<file path="config.mk">
export PLATFORM = sky130hd
export DESIGN_NAME = dsad_decoder
export DESIGN_NICKNAME = d
export VERILOG_FILES = /design/src/rtl/dsad_pkg.sv /design/src/rtl/dsad_decoder.sv
export SDC_FILE = /design/constraint.sdc
export NUM_CORES = 1
export LEC_CHECK = 0
export BUFFER_PORTS_ARGS = -buffer_cell sky130_fd_sc_hd__buf_2
export CAP_MARGIN = 20
export CORE_UTILIZATION = 40
export CTS_BUF_LIST = sky130_fd_sc_hd__clkbuf_2 sky130_fd_sc_hd__clkbuf_4 sky130_fd_sc_hd__clkbuf_8
export CTS_CLUSTER_SIZE = 30
export DETAILED_ROUTE_END_ITERATION = 8
export HOLD_SLACK_MARGIN = 0.03
export PLACE_DENSITY = 0.63
export SETUP_SLACK_MARGIN = 0.02
export SYNTH_ARGS = -nofsm -noshare
export SYNTH_HDL_FRONTEND = slang
export SYNTH_SLANG_ARGS = --single-unit
</file>
<file path="constraint.sdc">
create_clock -name REF_CLK -period 10.83 [get_ports REF_CLK]
set_input_delay 2.166 -clock REF_CLK [delete_from_list [all_inputs] [get_ports REF_CLK]]
set_output_delay 2.166 -clock REF_CLK [all_outputs]
set_load 0.05 [all_outputs]
</file>
<file path="src/rtl/dsad_pkg.sv">
// shared types and constants of the data space address decoder
package dsad_pkg;
  // ----------------------------------------------------------------
  // address map
  // ----------------------------------------------------------------
  localparam logic [15:0] REGF_END = 16'h0020;    // first address past working regs
  localparam logic [15:0] STDIO_END = 16'h0060;   // first address past standard io
  localparam logic [15:0] EXTIO_END = 16'h0100;   // first address past extended io
  localparam logic [15:0] SRAMB_BASE = 16'h0100;
  localparam logic [15:0] SRAMB_END = 16'h0900;
  localparam logic [15:0] SRAMW_BASE = 16'h2100;
  localparam logic [15:0] SRAMW_END = 16'h2900;
  localparam logic [15:0] FLASH_BASE = 16'h4000;
  localparam logic [15:0] FLASH_LAST = 16'hBFFF;
  localparam logic [15:0] IO_OFFSET = 16'h0020;   // io number to data address
  localparam logic [7:0] IO_LAST = 8'h3F;
  localparam logic [7:0] BITIO_LAST = 8'h1F;
  localparam logic [5:0] DISP_MAX = 6'h3F;        // 63
  localparam logic [4:0] PTR_X_IDX = 5'h1A;       // pointer pairs start at r26
  localparam logic [4:0] PTR_Y_IDX = 5'h1C;
  localparam logic [4:0] PTR_Z_IDX = 5'h1E;
  localparam logic [7:0] FLASH_KB = 8'h20;        // 32KB program flash
  // user scratch registers, io numbers
  localparam logic [5:0] SCR0_IO = 6'h1E;
  localparam logic [5:0] SCR1_IO = 6'h2A;
  localparam logic [5:0] SCR2_IO = 6'h2B;
  localparam logic [7:0] SCR_RESET = 8'h00;

  // ----------------------------------------------------------------
  // types
  // ----------------------------------------------------------------
  typedef enum logic [2:0] {
    K_IO = 3'h0, K_BIT = 3'h1, K_DIRECT = 3'h2, K_INDIRECT = 3'h3,
    K_DISP = 3'h4, K_PMLOAD = 3'h5
  } dsad_kind_t;
  typedef enum logic [1:0] {B_SET = 2'h0, B_CLEAR = 2'h1, B_TEST = 2'h2} dsad_bitop_t;
  typedef enum logic [1:0] {M_PLAIN = 2'h0, M_PREDEC = 2'h1, M_POSTINC = 2'h2} dsad_mode_t;
  typedef enum logic [1:0] {P_X = 2'h0, P_Y = 2'h1, P_Z = 2'h2} dsad_ptr_t;
  typedef enum logic [2:0] {
    T_NONE = 3'h0, T_REGF = 3'h1, T_STDIO = 3'h2, T_EXTIO = 3'h3,
    T_SRAMB = 3'h4, T_SRAMW = 3'h5, T_FLASH = 3'h6
  } dsad_tgt_t;

  typedef struct packed {
    logic valid;
    dsad_kind_t kind;
    logic write;
    dsad_bitop_t bitop;
    logic [2:0] bit_idx;
    dsad_ptr_t ptr_sel;
    dsad_mode_t mode;
    logic [5:0] disp;
    logic [15:0] addr;      // direct address or io number in low byte
    logic [7:0] wdata;
  } dsad_req_t;

  typedef struct packed {
    logic [15:0] x;
    logic [15:0] y;
    logic [15:0] z;
  } dsad_ptrs_t;

  typedef struct packed {
    logic valid;
    dsad_tgt_t target;
    logic [15:0] local_addr;
    logic we;
    logic [7:0] wdata;
    logic [7:0] wmask;
    logic error;
    logic ptr_we;
    logic [4:0] ptr_idx;
    logic [15:0] ptr_val;
    logic scr_hit;
    logic [7:0] scr_rdata;
  } dsad_rsp_t;
endpackage

</file>
<file path="src/rtl/dsad_decoder.sv">
// data space address decoder with user scratch registers
`timescale 1ns/1ns

module dsad_decoder (
  input wire logic REF_CLK,
  input wire logic RESET,
  input wire dsad_pkg::dsad_req_t REQ,
  input wire dsad_pkg::dsad_ptrs_t PTRS,
  input wire logic [3:0] EE_SIZE_KB,
  output dsad_pkg::dsad_rsp_t RSP,
  output logic [7:0] PROG_KB
);
  import dsad_pkg::*;

  typedef struct packed {
    dsad_rsp_t rsp;
    logic [7:0] prog_kb;
    logic [7:0] scr0;
    logic [7:0] scr1;
    logic [7:0] scr2;
  } dsad_state_t;

  dsad_state_t st_r;
  dsad_state_t st_nxt;

  // ----------------------------------------------------------------
  // helpers
  // ----------------------------------------------------------------
  // data address to target
  function automatic dsad_tgt_t dec_target(input logic [15:0] a);
    if (a < REGF_END) return T_REGF;
    else if (a < STDIO_END) return T_STDIO;
    else if (a < EXTIO_END) return T_EXTIO;
    else if (a >= SRAMB_BASE && a < SRAMB_END) return T_SRAMB;
    else if (a >= SRAMW_BASE && a < SRAMW_END) return T_SRAMW;
    else if (a >= FLASH_BASE && a <= FLASH_LAST) return T_FLASH;
    else return T_NONE;
  endfunction

  // base of each target region; extended io gets 0 and keeps its full data address
  function automatic logic [15:0] tgt_base(input dsad_tgt_t t);
    case (t)
      T_STDIO: return IO_OFFSET;
      T_SRAMB: return SRAMB_BASE;
      T_SRAMW: return SRAMW_BASE;
      T_FLASH: return FLASH_BASE;
      default: return 16'h0000;
    endcase
  endfunction

  // ----------------------------------------------------------------
  // next state
  // ----------------------------------------------------------------
  // one request decoded per cycle, answer one cycle later
  always_comb
  begin
    logic [15:0] daddr;
    logic [15:0] ptr;
    logic [5:0] ionum;
    logic err;
    dsad_tgt_t tgt;
    logic [7:0] wdat;
    logic [7:0] eekb;
    daddr = 16'h0000;
    ptr = 16'h0000;
    ionum = 6'h00;
    tgt = T_NONE;
    err = 1'b0;
    wdat = REQ.wdata;
    eekb = 8'h00;
    st_nxt = st_r;
    st_nxt.rsp = '0;
    // program part of the shared flash
    case (EE_SIZE_KB)
      4'h1: eekb = 8'h01;
      4'h2: eekb = 8'h02;
      4'h4: eekb = 8'h04;
      4'h8: eekb = 8'h08;
      default: eekb = 8'h00;
    endcase
    st_nxt.prog_kb = FLASH_KB - {eekb[6:0], 1'b0};
    // pointer pick
    case (REQ.ptr_sel)
      P_X: ptr = PTRS.x;
      P_Y: ptr = PTRS.y;
      default: ptr = PTRS.z;
    endcase
    st_nxt.rsp.ptr_idx = (REQ.ptr_sel == P_X) ? PTR_X_IDX :
                         (REQ.ptr_sel == P_Y) ? PTR_Y_IDX : PTR_Z_IDX;
    case (REQ.kind)
      K_IO:
      begin
        err = (REQ.addr[7:0] > IO_LAST) || (REQ.addr[15:8] != 8'h00);
        daddr = {10'h000, REQ.addr[5:0]} + IO_OFFSET;
      end
      K_BIT:
      begin
        err = (REQ.addr[7:0] > BITIO_LAST) || (REQ.addr[15:8] != 8'h00);
        daddr = {10'h000, REQ.addr[5:0]} + IO_OFFSET;
      end
      K_DIRECT: daddr = REQ.addr;
      K_INDIRECT:
      begin
        daddr = (REQ.mode == M_PREDEC) ? ptr - 16'h0001 : ptr;
        st_nxt.rsp.ptr_we = (REQ.mode == M_PREDEC) || (REQ.mode == M_POSTINC);
        st_nxt.rsp.ptr_val = (REQ.mode == M_POSTINC) ? ptr + 16'h0001 : daddr;
      end
      K_DISP:
      begin
        err = (REQ.ptr_sel == P_X) || (REQ.disp > DISP_MAX);
        daddr = ptr + {10'h000, REQ.disp};
      end
      K_PMLOAD:
      begin
        daddr = FLASH_BASE + {1'b0, PTRS.z[14:0]};
        err = (PTRS.z[15:10] >= st_r.prog_kb[5:0]) || REQ.write;
      end
      default: err = 1'b1;
    endcase
    tgt = dec_target(daddr);
    // extended io only via loads and stores (io numbers cannot reach it)
    if (tgt == T_EXTIO && (REQ.kind == K_IO || REQ.kind == K_BIT))
      err = 1'b1;
    if (tgt == T_NONE)
      err = 1'b1;
    st_nxt.rsp.valid = REQ.valid;
    st_nxt.rsp.error = REQ.valid && err;
    st_nxt.rsp.target = (REQ.valid && !err) ? tgt : T_NONE;
    st_nxt.rsp.local_addr = daddr - tgt_base(tgt);
    st_nxt.rsp.ptr_we = st_nxt.rsp.ptr_we && REQ.valid && !err;
    // single bit writes leave every other bit untouched
    if (REQ.kind == K_BIT)
    begin
      st_nxt.rsp.wmask = 8'h01 << REQ.bit_idx;
      wdat = (REQ.bitop == B_SET) ? st_nxt.rsp.wmask : 8'h00;
      st_nxt.rsp.we = (REQ.bitop != B_TEST);
    end
    else
    begin
      st_nxt.rsp.wmask = 8'hFF;
      st_nxt.rsp.we = REQ.write;
    end
    // no write reaches flash from the data space
    if (tgt == T_FLASH)
      st_nxt.rsp.we = 1'b0;
    st_nxt.rsp.we = st_nxt.rsp.we && REQ.valid && !err;
    st_nxt.rsp.wdata = wdat;
    // scratch registers
    ionum = st_nxt.rsp.local_addr[5:0];
    st_nxt.rsp.scr_hit = (st_nxt.rsp.target == T_STDIO) &&
                         (ionum == SCR0_IO || ionum == SCR1_IO || ionum == SCR2_IO);
    st_nxt.rsp.scr_rdata = (ionum == SCR0_IO) ? st_r.scr0 :
                           (ionum == SCR1_IO) ? st_r.scr1 :
                           (ionum == SCR2_IO) ? st_r.scr2 : 8'h00;
    if (st_nxt.rsp.scr_hit && st_nxt.rsp.we)
    begin
      if (ionum == SCR0_IO)
        st_nxt.scr0 = (st_r.scr0 & ~st_nxt.rsp.wmask) | (wdat & st_nxt.rsp.wmask);
      if (ionum == SCR1_IO)
        st_nxt.scr1 = (st_r.scr1 & ~st_nxt.rsp.wmask) | (wdat & st_nxt.rsp.wmask);
      if (ionum == SCR2_IO)
        st_nxt.scr2 = (st_r.scr2 & ~st_nxt.rsp.wmask) | (wdat & st_nxt.rsp.wmask);
    end
    // an idle cycle answers with an all-zero response, no stale fields
    if (!REQ.valid)
      st_nxt.rsp = '0;
  end

  // ----------------------------------------------------------------
  // state register
  // ----------------------------------------------------------------
  // synchronous reset
  always_ff @(posedge REF_CLK)
  begin
    if (RESET)
    begin
      st_r <= '0;
      st_r.prog_kb <= FLASH_KB;
      st_r.scr0 <= SCR_RESET;
      st_r.scr1 <= SCR_RESET;
      st_r.scr2 <= SCR_RESET;
    end
    else
      st_r <= st_nxt;
  end

  // outputs straight from flops
  assign RSP = st_r.rsp;
  assign PROG_KB = st_r.prog_kb;
endmodule

</file>
# Word-level counts from Yosys, hierarchy flattened

Cells that the tools add are included.

Register bits: 101
Logic and storage cells: 133

$lt $le $gt $ge: 13
Equality and inequality tests: 22
Muxes and demuxes: 29
Reductions and logical operators: 34
Bitwise logic cells: 10
Add/sub/neg operators: 7
Shift-type cells: 1

Operators by type and width:

| operator                 | number |
|---|---|
| $pmux W16 S5             | 1 |
| $mux W69                 | 1 |
| $pmux W15 S4             | 1 |
| $mux W16                 | 3 |
| $mux W8                  | 6 |
| $and A8 B8 Y8            | 4 |
| $pmux W16 S2             | 1 |
| $mux W3                  | 8 |
| $or A8 B8 Y8             | 3 |
| $add A15 B15 Y16 const A | 1 |
| $add A16 B1 Y16 const B  | 1 |
| $add A16 B6 Y16          | 1 |
| $ge A16 B14 Y1 const B   | 1 |
| $ge A16 B15 Y1 const B   | 1 |
| $ge A16 B9 Y1 const B    | 1 |
| $le A16 B16 Y1 const B   | 1 |
| $lt A16 B12 Y1 const B   | 1 |
| $lt A16 B14 Y1 const B   | 1 |
| $lt A16 B6 Y1 const B    | 1 |
| $lt A16 B7 Y1 const B    | 1 |
| $lt A16 B9 Y1 const B    | 1 |
| $pmux W4 S4              | 1 |
| $sub A16 B1 Y16 const B  | 1 |
| $sub A16 B16 Y16         | 1 |
| 33 further kinds         | 73 |

# Longest topological paths before layout

Gate-level depths: netlist (run 1).

Depth in word-level cells: 24
Depth in mapped cells: 29

# Worst setup path after synthesis (run 1)

Ideal clock, no wire load.

Path kind: input-to-reg
Start: in REQ[32] in the netlist's numbering
End: reg with a tool-made name
Path slack: 2776 ps
Library setup time: 86 ps
Stages on the path: 27
Arrival: 7968 ps
Path buffers: 3
Cell sequence: buf_6 > mux2_2 > mux2i_1 > inv_1 > ha_1 > nand2_1 > a221oi_1 > o31ai_1 > a2111oi_1 > nor3b_1 > xor2_1 > o21ai_0 > a22oi_1 > ha_1 > nand2_1 > inv_1 > nand4_1 > or4_4 > inv_4 > buf_6 > ha_1 > nor2_1 > nand3b_1 > nor2_1 > clkbuf_1 > a41oi_1 > a211oi_1

RTL lines:

| element            | RTL line          | source |
|---|---|---|
| start: declaration | dsad_decoder.sv:7 | `input wire dsad_pkg::dsad_req_t REQ,` |

==> results of run 1 <==
-- cell type report --
type	count	area, um2
inverter	37	141
clock inverter	7	83.8
tap	220	275
multi-input combinational	630	4100
sequential	96	1920
timing repair buffer	177	903
clock buffer	9	124
fill	1733	9210
-- synth_stat cells, types with 4 or more instances --
cell / n
xnor2_1: 36
buf_2: 7
o21ai_1: 5
nand2b_1: 15
clkbuf_1: 32
ha_1: 22
or3_1: 4
a31oi_1: 7
a21oi_1: 54
a21o_1: 6
nor3_1: 28
and3_1: 6
a221oi_1: 4
o31ai_1: 4
nor2b_1: 15
o21a_1: 11
buf_4: 77
a22oi_1: 8
o211ai_1: 7
a32oi_1: 4
inv_1: 34
nor4_1: 11
nand3_1: 11
o21ai_0: 26
dfxtp_1: 96
nor4b_1: 4
xor2_1: 7
and2_1: 13
nor2_1: 100
buf_1: 6
a41oi_1: 25
mux2_2: 9
mux2i_1: 18
a211oi_1: 32
nand2_1: 66
nor3b_1: 7
-- per-stage QoR --
step                instance area, um2  total power [mW]
finish                            7550             0.900
global route                      7550             0.945
CTS                               7550             0.903
detailed placement                7340             0.650
global placement                  7340             0.650
floorplan                         6950             0.590
-- worst min-delay path by stage --
stage	cells after the start	to	from	slack (ps)
finish	2	RSP[5]	flop	510
global placement	2	RSP[3]	flop	480
CTS	2	RSP[5]	flop	510
global route	2	RSP[4]	flop	540
detailed placement	2	RSP[5]	flop	500
floorplan	2	RSP[0]	flop	460
-- worst max-delay path, delay by kind of cell --
family	cells	cell delay (ps)
AOI/OAI and AO/OA	7	2010
xor gates and xnor gates	1	160
adders and majority gates	3	1000
buffers and inverters	6	1560
muxes	1	570
and+or+nand+nor	8	2150
-- cell families after synthesis --
| kind of cell | share of synthesized area, % |
|---|---|
| flip-flops | 27.7 |
| multiplexers | 4.26 |
| other | 0.0541 |
| buffers and inverters | 13.4 |
| AO/OA/AOI/OAI | 22.9 |
| XOR/XNOR | 5.43 |
| adder cells (fa/ha/maj) | 4.11 |
| AND/OR/NAND/NOR | 22.1 |
-- power groups by stage --
stage                     Combinational (mW)  Clock (mW)  Sequential, mW
final                                  0.280       0.254           0.366
after global routing                   0.305       0.273           0.367
after CTS                              0.277       0.260           0.366
after detailed placement               0.276           0           0.375
after global placement                 0.275           0           0.375
after floorplan                        0.217           0           0.374
-- routing by layer --
layer	vias up	track usage (%)	share of wire, %
met5	-	0	0
li1	3221	-	-
met3	49	3.16	6.8
met2	313	36.3	44
met1	3063	32.7	46
met4	0	9.28	2.9
==> impl_metrics.env, run 1 <==
export IMPL_status="completed"
export IMPL_port_buffers=170
export IMPL_synth_top_area_share_pct=27.7
export IMPL_worstMarginPinSlew_ps=1110
export IMPL_period_needed_ps=9340
export IMPL_viasPerCell=5.65
export IMPL_reg2reg_depth=12
export IMPL_ys_ff_latch=96
export IMPL_cpMostUsedCell="ha_1"
export IMPL_cp_max_fo=41
export IMPL_die_area_mm2=0.0179
export IMPL_powerDensity_mw_per_mm2=119
export IMPL_p_comb_share_pct=31.1
export IMPL_drt_pass1_iter_count=5
export IMPL_synth_top_cells_by_area="dfxtp_1, buf_4, nor2_1"
export IMPL_place_inst=1160
export IMPL_place_congestion=0.934
export IMPL_yosysSeqAreaShare_pct=27.7
export IMPL_pwr_share_seq_pct=40.7
export IMPL_switching_share_pct=37.1
export IMPL_final_common_cell="buf_2"
export IMPL_final_cells=1176
export IMPL_core_area_mm2=0.0168
export IMPL_fin_nets=1071
export IMPL_pwr_share_clk_pct=28.2
export IMPL_worstSkewPairLatency_ps=390
export IMPL_finalMaxSlewViolations=0
export IMPL_synth_top_area_cell="dfxtp_1"
export IMPL_wl_per_cell_um=17.7
export IMPL_final_util_pct=45.0
export IMPL_yosysWarnings=0
export IMPL_power_switching_mw=0.334
export IMPL_grt_pass1_vias=6217
export IMPL_fin_tns_setup_ps=0
export IMPL_synth_edf_count=0
export IMPL_critPathKind="in -> reg"
export IMPL_start_util_pct=41.4
export IMPL_cts_buffers=9
export IMPL_worst_r2r_setup_slack_ps=8090
export IMPL_setup_viol=0
export IMPL_antenna_found_initial=0
export IMPL_crit_path_end_kind="flop"
export IMPL_ctsResizeCount=0
export IMPL_dp_hpwl_mm=16.2
export IMPL_start_kind="input port"
export IMPL_cts_path_max_buffers=2
export IMPL_synth_flop_cell="dfxtp_1"
export IMPL_clock_skew_ps=9.56
export IMPL_gr_total_overflow=0
export IMPL_syn_area_per_cell_um2=7.84
export IMPL_num_io_pins=175
export IMPL_worst_slew_margin_rel_pct=25.8
export IMPL_rsz0062_at_grt="false"
export IMPL_cts_clk_slew_worst_paths_ps=100
export IMPL_period_share_pct=86.2
export IMPL_area_delta_synth_final_pct=8.84
export IMPL_drv_cap=0
export IMPL_antenna_cells=0
export IMPL_fin_hold_ws_ps=509
export IMPL_dr_first_iter_drc_count=665
export IMPL_rows=47
export IMPL_routed_wl_mm=20.9
export IMPL_worstReg2RegStart="PROG_KB[2]"
export IMPL_cts_tree="built"
export IMPL_synthesis_area_mm2=0.00694
export IMPL_die_w_um=134
export IMPL_cpPeakStageDelay_ps=770
export IMPL_grt_start_max_net_pins=42
export IMPL_worstPathArrival_ps=9640
export IMPL_post_place_ws_ps=1310
export IMPL_layout_setup_ws_ps=1490
export IMPL_ant_nets=0
export IMPL_async_flop_share_pct=0
export IMPL_via_count=6646
export IMPL_cts_sinks=96
export IMPL_grt_pass1_wl_mm=32.9
export IMPL_drive_above_1_share_pct=23.2
export IMPL_drc=0
export IMPL_hold_viol=0
export IMPL_p_int_mw=0.566
export IMPL_die_h_um=134
export IMPL_grt_usage_pct=23.4
export IMPL_cp_required_ps=11130
export IMPL_crit_path_top_delay_cell="a2111oi_1"
export IMPL_cts_root_buffer="clkbuf_8"
export IMPL_min_path_type="reg -> reg"
export IMPL_peakVddDrop_v=0.0000777
export IMPL_layout_common_cells="buf_2, nor2_1, dfxtp_1"
export IMPL_synthCells=885
export IMPL_postCtsSetupBuffers=0
export IMPL_critPathLaunch="REQ[33]"
export IMPL_yosysUniqueCellTypes=80
export IMPL_htreeDepth=3
export IMPL_p_leak_nw=3.15
export IMPL_fmax_mhz=107
export IMPL_hold_buffers=0
Power figures use the tool's default switching activity.
==> run 2: changes to the inputs <==
--- a/config.mk
+++ b/config.mk
@@ -5,6 +5,7 @@
 export SDC_FILE = /design/constraint.sdc
 export NUM_CORES = 1
 export LEC_CHECK = 0
+export ABC_AREA = 1
 export BUFFER_PORTS_ARGS = -buffer_cell sky130_fd_sc_hd__buf_2
 export CAP_MARGIN = 20
 export CORE_UTILIZATION = 40
==> run 2 against run 1 <==
  * Via count up 8.2%
  * Clock skew up 9.9 ps
  * Die area up 3.1%
  * Design area up 3.4%
  * Combinational power up 10%
  * Clock power down 12%
  * Critical path type unchanged
==> impl_metrics.env, run 2 <==
export IMPL_fin_nets=1314
export IMPL_layout_setup_ws_ps=2930
export IMPL_crit_family="simple AND/OR/NAND/NOR gates"
export IMPL_peakVddDrop_v=0.0000855
export IMPL_synth_flop_cell="dfxtp_1"
export IMPL_period_needed_ps=7900
export IMPL_synth_top_area_share_pct=26.9
export IMPL_htreeDepth=3
export IMPL_layout_common_cells="nand2_1, buf_2, inv_1"
export IMPL_async_flop_share_pct=0
export IMPL_rsz0062_at_grt="false"
export IMPL_fin_tns_setup_ps=0
export IMPL_powerDensity_mw_per_mm2=115
export IMPL_cts_sinks=96
export IMPL_critPathLaunch="REQ[33]"
export IMPL_worstSkewPairLatency_ps=400
export IMPL_p_leak_nw=4.14
export IMPL_port_buffers=170
export IMPL_routed_wl_mm=22.3
export IMPL_ys_ff_latch=96
export IMPL_cpMostUsedCell="nand2_1"
export IMPL_cpPeakStageDelay_ps=670
export IMPL_final_common_cell="nand2_1"
export IMPL_synthesis_area_mm2=0.00715
export IMPL_ctsResizeCount=0
export IMPL_start_util_pct=41.2
export IMPL_area_delta_synth_final_pct=9.17
export IMPL_finalMaxSlewViolations=0
export IMPL_holdPathStages=4
export IMPL_post_place_ws_ps=2610
export IMPL_antenna_cells=0
export IMPL_cts_buffers=9
export IMPL_period_share_pct=72.9
export IMPL_worst_slew_margin_rel_pct=32.0
export IMPL_synth_top_area_cell="dfxtp_1"
export IMPL_clock_skew_ps=19.5
export IMPL_die_w_um=136
export IMPL_via_count=7192
export IMPL_wl_met2_mm=9.48
export IMPL_viasPerCell=5.05
export IMPL_worstReg2RegStart="PROG_KB[1]"
export IMPL_grt_start_max_net_pins=31
export IMPL_synth_edf_count=0
export IMPL_status="completed"
export IMPL_setup_viol=0
export IMPL_yosysWarnings=0
export IMPL_dr_first_iter_drc_count=516
export IMPL_multi_input_area_mm2=0.00386
export IMPL_grt_pass1_wl_mm=34.4
export IMPL_dr_max_layer_used="met4"
export IMPL_die_h_um=136
export IMPL_final_util_pct=45.0
export IMPL_fillers=1858
export IMPL_cts_clk_slew_worst_paths_ps=100
export IMPL_worstPathArrival_ps=8230
export IMPL_postCtsSetupBuffers=0
export IMPL_num_io_pins=175
export IMPL_yosysSeqAreaShare_pct=26.9
export IMPL_crit_path_end_kind="flop"
export IMPL_yosys_top_cells_count="nand2_1, inv_1, nor2_1"
export IMPL_place_congestion=0.955
export IMPL_m1WireLength_mm=10.5
export IMPL_cp_num_buf_inv=5
export IMPL_drv_cap=0
export IMPL_fmax_mhz=127
export IMPL_syn_area_per_cell_um2=6.48
export IMPL_wl_met3_mm=1.67
export IMPL_worstMarginPinSlew_ps=1010
export IMPL_crit_path_top_delay_cell="nor4_4"
export IMPL_start_kind="input port"
export IMPL_cts_tree="built"
export IMPL_min_path_type="reg -> reg"
export IMPL_drive_above_1_share_pct=21.8
export IMPL_die_area_mm2=0.0184
export IMPL_critPathKind="in -> reg"
export IMPL_dp_hpwl_mm=17.8
export IMPL_yosysMostFrequentCell="nand2_1"
export IMPL_ant_nets=0
export IMPL_drt_pass1_iter_count=6
export IMPL_reg2reg_depth=16
export IMPL_hold_viol=0
export IMPL_cts_root_buffer="clkbuf_8"
export IMPL_synthCells=1104
export IMPL_fin_hold_ws_ps=523
export IMPL_wl_per_cell_um=15.6
export IMPL_seqCellArea_mm2=0.00192
export IMPL_core_area_mm2=0.0174
export IMPL_worst_r2r_setup_slack_ps=7700
export IMPL_antenna_found_initial=0
export IMPL_cts_path_max_buffers=2
export IMPL_drc=0
export IMPL_cp_max_fo=24
export IMPL_synth_top_cells_by_area="dfxtp_1, nand2_1, inv_1"
export IMPL_gr_total_overflow=0
export IMPL_cp_required_ps=11160
export IMPL_grt_usage_pct=24.6
export IMPL_hold_buffers=0
export IMPL_rows=48
export IMPL_yosysUniqueCellTypes=53
export IMPL_grt_pass1_vias=6455
-- run 2: cell count changes in the layout (fill, tap and decap cells not counted), sizes merged, moves of 19 or more --
cell	before	now
xnor2	36	1
nand3	11	78
nand4	3	37
inv	41	169
nor2	100	164
nand2	66	243
a41oi	25	0
mux2i	19	0
a211oi	32	6
-- run 2: kinds of logic after synthesis --
logic type / Yosys count / synth area share [%]
and+or+nand+nor: 560 / 37.1
DFF: 96 / 26.9
other: 1 / 0.0524
AOI/OAI and AO/OA: 136 / 11.0
buffers and inverters: 273 / 19.2
xor gates and xnor gates: 16 / 1.96
adders and majority gates: 22 / 3.85
-- run 2: where the power goes --
group / internal [mW] / total (mW) / switching (mW)
logic: 0.0865 / 0.309 / 0.222
registers: 0.365 / 0.368 / 0.00279
clock network: 0.0904 / 0.224 / 0.133
total: 0.542 / 0.900 / 0.359
-- run 2: final cells by class --
type | count | area share (%)
clock inverters | 5 | 0.497
repair buffers | 178 | 11.8
well taps | 225 | 3.61
flip-flops and latches | 96 | 24.6
multi-input cells | 738 | 49.5
inverters | 171 | 8.22
clock buffers | 11 | 1.78
-- run 2: how the worst max path moves through the flow --
| stage | endpoint | cells past startpoint |
|---|---|---|
| 2_1_floorplan | flop | 32 |
| 3_3_place_gp | flop | 32 |
| 3_5_place_dp | flop | 31 |
| 4_1_cts | flop | 32 |
| 5_1_grt | flop | 33 |
| 6_report | flop | 32 |
-- run 2: through the flow --
stage | power [mW] | cells | instance area [um2]
after floorplan | 0.610 | 1107 | 7160
after global placement | 0.678 | 1407 | 7610
after detailed placement | 0.679 | 1407 | 7610
after CTS | 0.906 | 1423 | 7790
after global routing | 0.951 | 1424 | 7810
final | 0.900 | 1424 | 7810
-- run 2: worst min-delay path, cell delays in order, from the launching register on --
cell and delay [ps]:
dfxtp_1 330, inv_1 50, nand2_1 40, nand2_1 50, nor2_1 30
-- run 2: per-layer routing --
layer	GRT usage, %	vias to the layer above
li1	-	3623
met1	34.8	3244
met2	36.2	286
met3	5.16	39
met4	9.49	0
met5	0	-
